**config.mk**
```make
export PLATFORM = sky130hd
export DESIGN_NAME = chip_id_startup
export DESIGN_NICKNAME = d
export VERILOG_FILES = /design/src/chip_id_pkg.sv /design/src/chip_id_startup.sv
export SDC_FILE = /design/constraint.sdc
export NUM_CORES = 1
export LEC_CHECK = 0
export BUFFER_PORTS_ARGS = -buffer_cell sky130_fd_sc_hd__buf_2
export CORE_AREA = 10 10 65 94
export DETAILED_ROUTE_END_ITERATION = 10
export DIE_AREA = 0 0 75 104
export HOLD_SLACK_MARGIN = 0.02
export PLACE_DENSITY = 0.77
export SYNTH_ARGS = -nofsm -noshare
export SYNTH_HDL_FRONTEND = slang
export SYNTH_SLANG_ARGS = --single-unit
```
**constraint.sdc**
```tcl
create_clock -name ref_clk -period 3.04 [get_ports ref_clk]
set_input_delay 0.76 -clock ref_clk [delete_from_list [all_inputs] [get_ports ref_clk]]
set_output_delay 0.76 -clock ref_clk [all_outputs]
set_load 0.02 [all_outputs]
```
**src/chip_id_pkg.sv**
```systemverilog
package chip_id_pkg;

  // Register offsets
  localparam logic [7:0] CHIP_FAMILY_CODE_OFS = 8'h00;
  localparam logic [7:0] REV_RUN_CTRL_OFS     = 8'h01;

  // Field positions inside revision_and_run_control
  localparam int ID_NIBBLE_MSB = 7;
  localparam int ID_NIBBLE_LSB = 4;
  localparam int REV_FIELD_MSB = 3;
  localparam int REV_FIELD_LSB = 1;
  localparam int RUN_BIT_POS   = 0;

  // Values after reset
  localparam logic       RUN_RESET_VAL  = 1'b0;
  localparam logic [7:0] RD_DATA_RESET  = 8'h00;

  // EEPROM image layout: byte 0 family, byte 1 revision, rest register contents
  localparam logic [7:0] EE_FAMILY_ADDR = 8'h00;
  localparam logic [7:0] EE_REV_ADDR    = 8'h01;
  localparam logic [7:0] EE_LOAD_FIRST  = 8'h02;
  localparam logic [3:0] EE_REV_UPPER_OK = 4'h0;

  // Cycles that straps must settle after reset release
  localparam logic [3:0] STRAP_SETTLE_CYC = 4'h8;

  // Start-up mode from {mode_strap_high, mode_strap_low}
  localparam logic [1:0] STRAP_AUTO   = 2'b00;
  localparam logic [1:0] STRAP_MANUAL = 2'b10;
  localparam logic [1:0] STRAP_HOLD   = 2'b01;
  localparam logic [1:0] STRAP_TEST   = 2'b11;

  // Register access request from the serial management front end
  typedef struct packed {
    logic       wr;    // Write strobe, one cycle
    logic       rd;    // Read strobe, one cycle
    logic [7:0] addr;  // Eight-bit register address
    logic [7:0] wdata; // Write data
  } reg_req_type;

  // Byte handed to the rest of the register map while loading
  typedef struct packed {
    logic       valid; // One-cycle strobe
    logic [7:0] addr;  // Target register address
    logic [7:0] data;  // Value from EEPROM
  } cfg_load_type;

  // Start-up sequencer states
  typedef enum logic [2:0] {
    st_strap, st_rd_id, st_rd_rev, st_load, st_start, st_idle
  } boot_state_type;

endpackage

```
**src/chip_id_startup.sv**
```systemverilog
`timescale 1ns/10ps
// Contract
// - Family code at 0x00, read-only
// - Bits 7-4 of 0x01 reflect port-4 RMII
// - Revision in bits 3-1, run bit 0
// - Strap (1,0): start only on host write
// - Writing zero to run bit halts switching, except in the st_start cycle, where the auto start wins
// - Strap (0,0): auto start after EEPROM attempt
// - No EEPROM: keep all built-in defaults
// - Check byte0 equals family, byte1 upper zero
// - Valid EEPROM contents override register defaults
// - Straps (1,0) or (0,1): no auto start
module chip_id_startup
  import chip_id_pkg::*;
#(
  parameter logic [7:0] FAMILY_CODE  = 8'hA5, // Arbitrary value
  parameter logic [3:0] ID_NIBBLE_MII  = 4'h3, // Arbitrary value
  parameter logic [3:0] ID_NIBBLE_RMII = 4'h5, // Arbitrary value
  parameter logic [2:0] REVISION     = 3'h1, // Arbitrary value
  parameter logic [7:0] EE_LAST_ADDR = 8'hFF  // Last EEPROM byte loaded
) (
  input  wire logic         ref_clk,          // System clock, 250 MHz
  input  wire logic         rst_b,            // Async reset, active low
  input  wire logic         mode_strap_high,  // Start-up strap, pin
  input  wire logic         mode_strap_low,   // Start-up strap, pin
  input  wire logic         port4_rmii_mode,  // Port 4 in RMII, pin
  input  wire reg_req_type  reg_req,          // Register access from front end
  output logic [7:0]        reg_rd_data_q,    // Read data, one cycle after rd
  output logic              switch_run_q,     // Switching function enabled
  output logic              eeprom_rd_req_q,  // Byte read request, pulse
  output logic [7:0]        eeprom_rd_addr_q, // Byte address of request
  input  wire logic         eeprom_rd_valid,  // Byte returned
  input  wire logic [7:0]   eeprom_rd_data,   // Returned byte
  input  wire logic         eeprom_rd_nack,   // No EEPROM answered
  output cfg_load_type      cfg_load_q,       // Loaded byte to register map
  output logic              startup_done_q    // Sequencer finished
);

  logic [2:0]     hi_sync_q;     // Strap high synchroniser
  logic [2:0]     lo_sync_q;     // Strap low synchroniser
  logic [2:0]     rmii_sync_q;   // RMII pin synchroniser
  logic           rmii_q;        // Filtered RMII level
  logic [3:0]     settle_q;      // Strap settle counter
  logic [1:0]     mode_q;        // Captured strap mode
  boot_state_type state_q;       // Sequencer state
  logic           host_wr_run;   // Host write to the run register

  assign host_wr_run = reg_req.wr && (reg_req.addr == REV_RUN_CTRL_OFS);

  // Three-stage synchronisers; only stages two and three are compared
  always_ff @(posedge ref_clk or negedge rst_b) begin
    if (!rst_b) begin
      hi_sync_q   <= 3'h0;
      lo_sync_q   <= 3'h0;
      rmii_sync_q <= 3'h0;
    end else begin
      hi_sync_q   <= {hi_sync_q[1:0], mode_strap_high};
      lo_sync_q   <= {lo_sync_q[1:0], mode_strap_low};
      rmii_sync_q <= {rmii_sync_q[1:0], port4_rmii_mode};
    end
  end

  // RMII level changes only once two stages agree
  always_ff @(posedge ref_clk or negedge rst_b) begin
    if (!rst_b) begin
      rmii_q <= 1'b0;
    end else if (rmii_sync_q[1] == rmii_sync_q[2]) begin
      rmii_q <= rmii_sync_q[2];
    end
  end

  // Settle counter: straps are sampled after the pins had time to charge
  always_ff @(posedge ref_clk or negedge rst_b) begin
    if (!rst_b) begin
      settle_q <= 4'h0;
    end else if (settle_q != STRAP_SETTLE_CYC) begin
      settle_q <= settle_q + 4'h1;
    end
  end

  // Start-up sequencer and EEPROM request generation
  always_ff @(posedge ref_clk or negedge rst_b) begin
    if (!rst_b) begin
      state_q          <= st_strap;
      mode_q           <= STRAP_MANUAL;
      eeprom_rd_req_q  <= 1'b0;
      eeprom_rd_addr_q <= EE_FAMILY_ADDR;
      cfg_load_q       <= '0;
      startup_done_q   <= 1'b0;
    end else begin
      eeprom_rd_req_q  <= 1'b0;
      cfg_load_q.valid <= 1'b0;
      case (state_q)
        st_strap: begin
          // Wait for settle and stable straps before committing to a mode
          if (settle_q == STRAP_SETTLE_CYC && hi_sync_q[1] == hi_sync_q[2]
              && lo_sync_q[1] == lo_sync_q[2]) begin
            mode_q <= {hi_sync_q[2], lo_sync_q[2]};
            if ({hi_sync_q[2], lo_sync_q[2]} == STRAP_AUTO) begin
              state_q          <= st_rd_id;
              eeprom_rd_req_q  <= 1'b1;
              eeprom_rd_addr_q <= EE_FAMILY_ADDR;
            end else begin
              state_q        <= st_idle;
              startup_done_q <= 1'b1;
            end
          end
        end
        st_rd_id: begin
          if (eeprom_rd_nack) begin
            state_q <= st_start;
          end else if (eeprom_rd_valid) begin
            if (eeprom_rd_data == FAMILY_CODE) begin
              state_q          <= st_rd_rev;
              eeprom_rd_req_q  <= 1'b1;
              eeprom_rd_addr_q <= EE_REV_ADDR;
            end else begin
              state_q <= st_start;
            end
          end
        end
        st_rd_rev: begin
          if (eeprom_rd_nack) begin
            state_q <= st_start;
          end else if (eeprom_rd_valid) begin
            if (eeprom_rd_data[7:4] == EE_REV_UPPER_OK) begin
              state_q          <= st_load;
              eeprom_rd_req_q  <= 1'b1;
              eeprom_rd_addr_q <= EE_LOAD_FIRST;
            end else begin
              state_q <= st_start;
            end
          end
        end
        st_load: begin
          // One byte in flight; each returned byte overrides a default
          if (eeprom_rd_nack) begin
            state_q <= st_start;
          end else if (eeprom_rd_valid) begin
            cfg_load_q.valid <= 1'b1;
            cfg_load_q.addr  <= eeprom_rd_addr_q;
            cfg_load_q.data  <= eeprom_rd_data;
            if (eeprom_rd_addr_q == EE_LAST_ADDR) begin
              state_q <= st_start;
            end else begin
              eeprom_rd_req_q  <= 1'b1;
              eeprom_rd_addr_q <= eeprom_rd_addr_q + 8'h01;
            end
          end
        end
        st_start: begin
          state_q        <= st_idle;
          startup_done_q <= 1'b1;
        end
        st_idle: begin
          state_q <= st_idle;                // Host owns the run bit now
        end
        default: begin
          state_q <= st_strap;
        end
      endcase
    end
  end

  // Run control: automatic start wins over a same-cycle host clear
  always_ff @(posedge ref_clk or negedge rst_b) begin
    if (!rst_b) begin
      switch_run_q <= RUN_RESET_VAL;
    end else if (state_q == st_start) begin
      switch_run_q <= 1'b1;
    end else if (host_wr_run) begin
      switch_run_q <= reg_req.wdata[RUN_BIT_POS];
    end
  end

  // Register read path; writes to read-only fields are simply dropped
  always_ff @(posedge ref_clk or negedge rst_b) begin
    if (!rst_b) begin
      reg_rd_data_q <= RD_DATA_RESET;
    end else if (reg_req.rd) begin
      case (reg_req.addr)
        CHIP_FAMILY_CODE_OFS: reg_rd_data_q <= FAMILY_CODE;
        REV_RUN_CTRL_OFS: begin
          reg_rd_data_q <= {(rmii_q ? ID_NIBBLE_RMII : ID_NIBBLE_MII),
                            REVISION, switch_run_q};
        end
        default: reg_rd_data_q <= RD_DATA_RESET;
      endcase
    end
  end
endmodule

```
==> metrics.txt <==
mapped cell area=2180 um2; Placed Area=2520 um2; initial antenna violation count=0; Tcrit/Tclk final=0.773; Total Wirelength=4700 um; Syn Area/Cell=12.0 um2; Post-CTS Setup Inserts=0; site row count=30; Setup-failing EPs final=0; I/O Buffers=60; crit path cell chain=buf_2 -> nor3_1 -> nor4b_1 -> a32oi_1 -> a311oi_4 -> buf_4 -> o221ai_1; share of cells above drive strength 1=0.390; Max-slew headroom=0.645; clk sinks=50; Antenna Nets Post-Route=0; Top FF cell, synth=dfrtp_1; metal3 WL=344 um; Fin. Hold Viols=0; Seq pwr share=0.568; routed length on met1=1780 um; Worst Hold Depth=0; Min Clock Period, post-route=2.35 ns; reg2reg path depth=8; RePlAce Congestion=0.756; Chip Width=75 um; Logic pwr share=0.055; gr usage total=0.124; Max Slew Vio Count=0; Die ar.=7800 um2; Core Box Area=4470 um2; Worst R2R Setup Slack=0.77 ns; initial core utilization=0.488; DR pass1 iterations=5; Root Buffer=clkbuf_8; DR vias/cell=5.44; setup TNS=0 ns; Crit Path Category=in -> reg; Setup crit start kind=input pin; P_leak=0.00134 uW; Mapped Nets=217; Top delay family on crit path=simple AND/OR/NAND/NOR gates; die height=104 um; internal power=949 uW; CTS-repair resized insts=0; CP arrival=2.52 ns; H-tree depth=2; Hold EP=rmii_sync_q[1]; Hold Buf Count CTS=0; Max Used Layer=met4; Worst Hold Launch=rmii_sync_q[0]; detailed-route via count=1599; pin count of the biggest net entering global routing=26; Clock Latency Late Sink=0.30 ns; Post-synth EDFFs=0; initial DRC count=40; top-level port count=69; Syn. warnings=0; global-route wire length before repair=7730 um; Layout Nets=281; RSZ-0062 raised after global routing=no; sequential area share after synthesis=0.574; CP endpoint kind=flop; routed len/inst=16.0 um; Hold Path Class=reg -> reg; FMAX=0.426 GHz; part of the power in the clock network=0.377; status=complete, no violations; Req. time, crit path=3.22 ns; CTS buffer count=5; Synth Register Bits=50; post-DP HPWL=3670 um; Max stage delay cell, worst path=nor4b_1; reg2reg end=eeprom_rd_addr_q[7]; PwrDens=457 nW/um2; total gr overflow=0; Final Cell Area=2640 um2; Synth Instances=181; CTS tree=done; CP max stage delay=0.45 ns; reg2reg start=settle_q[0]; synth unique cells=46; Sw Ratio=0.211; worst-case clock buffer depth=2; CP Buf/Inv Count=2; WL met2=2520 um; filler instances=388; Worst Skew=0.00680 ns; CTS clock-pin slew for the worst setup and hold paths=0.09 ns; n_diodes=0; # DRC=0; Slew @ Worst Pin=0.532 ns; fraction of registers with async set/reset=1.00; Synth-to-Final Area Change=21.0%; Max-Cap Viols=0; Max VDD drop=0.306 mV; Critical Path Fanout Max=7; Switch Pwr=254 uW; vias in the first global route=1571
[registers in the layout (all words and copies together) (netlist names)]
register / cells
cfg_load_q: 17
eeprom_rd_addr_q: 8
reg_rd_data_q: 5
settle_q: 4
hi_sync_q: 3
lo_sync_q: 3
rmii_sync_q: 3
state_q: 3
eeprom_rd_req_q: 1
rmii_q: 1
startup_done_q: 1
switch_run_q: 1
[cell usage after synthesis (2+ instances only)]
cell | instances | area, um2
dfrtp_1 | 50 | 1250
mux2_2 | 16 | 180
inv_1 | 12 | 45.0
o21ai_0 | 10 | 50.1
nand2_1 | 9 | 33.8
nand3_1 | 8 | 40.0
a21oi_1 | 7 | 35.0
nor2_1 | 6 | 22.5
a31oi_1 | 5 | 31.3
buf_4 | 3 | 22.5
clkbuf_1 | 3 | 11.3
ha_1 | 3 | 37.5
mux2i_1 | 3 | 30.0
nor3b_1 | 3 | 22.5
xor2_1 | 3 | 26.3
and2_1 | 2 | 12.5
buf_6 | 2 | 22.5
nand2b_1 | 2 | 12.5
nand3b_1 | 2 | 15.0
nor3_1 | 2 | 10.0
o221ai_1 | 2 | 17.5
or2_2 | 2 | 12.5
or4_1 | 2 | 15.0
xnor2_1 | 2 | 17.5
[how the worst max path moves through the flow]
stage,startpoint,to,slack (ns),cells past startpoint
after CTS,eeprom_rd_nack,eeprom_rd_addr_q[7],0.69,7
after global placement,eeprom_rd_nack,eeprom_rd_addr_q[7],0.42,7
after detailed placement,eeprom_rd_nack,eeprom_rd_addr_q[7],0.37,7
after floorplan,eeprom_rd_nack,eeprom_rd_addr_q[0],0.62,5
final,eeprom_rd_nack,eeprom_rd_addr_q[7],0.69,7
after global routing,eeprom_rd_nack,eeprom_rd_addr_q[7],0.55,7
[cell usage in the layout, fill, tap and decap left out, drive strengths merged, types with 3 or more instances in the layout]
| cell type | count |
|---|---|
| buf | 65 |
| dfrtp | 50 |
| mux2 | 17 |
| inv | 12 |
| o21ai | 10 |
| nand2 | 9 |
| nand3 | 8 |
| a21oi | 7 |
| nor2 | 6 |
| clkbuf | 6 |
| a31oi | 5 |
| xor2 | 3 |
| mux2i | 3 |
| ha | 3 |
| nor3b | 3 |
[per-stage QoR]
step	cells	hold WS, ns	worst slack [ns]	util	power (uW)
after floorplan	181	0.331	0.624	-	721
after global placement	286	0.333	0.415	0.565	762
after detailed placement	286	0.338	0.368	0.565	765
after CTS	294	0.359	0.693	0.590	1220
after global routing	294	0.368	0.554	0.590	1250
final	294	0.355	0.692	0.590	1200
[layer usage]
metal / track usage / vias to the layer above
li1: - / 769
met1: 0.139 / 773
met2: 0.211 / 51
met3: 0.0372 / 6
met4: 0.0448 / 0
met5: 0 / -
[power by group through the flow]
stage,sequential [uW],clock (uW),combinational (uW)
after floorplan,702,0,18.9
after global placement,696,0,66.0
after detailed placement,698,0,67.7
after CTS,684,472,68.2
after global routing,686,494,74.8
final,684,453,65.9
[logic make-up (layout without fill, tap and decap cells)]
| group | after synthesis | count (layout) | share of synthesized area |
|---|---|---|---|
| flip-flops | 50 | 50 | 0.574 |
| AND/OR/NAND/NOR | 46 | 46 | 0.121 |
| AO/OA/AOI/OAI | 35 | 35 | 0.111 |
| multiplexers | 20 | 20 | 0.103 |
| buffers and inverters | 20 | 85 | 0.0465 |
| XOR/XNOR | 5 | 5 | 0.0201 |
| adder cells (fa/ha/maj) | 4 | 4 | 0.0218 |
| other | 1 | 1 | 0.00172 |
[cell type report]
cell class	instances	area, um2	share of cell area
Timing Repair Buffer	65	338	0.128
Clock inverter	2	37.5	0.0142
Tap cell	48	60.1	0.0228
Inverter	12	45.0	0.0171
Multi-Input combinational cell	111	831	0.315
Sequential cell	50	1250	0.475
Clock buffer	6	72.6	0.0275
(Power assumes the default switching activity.)
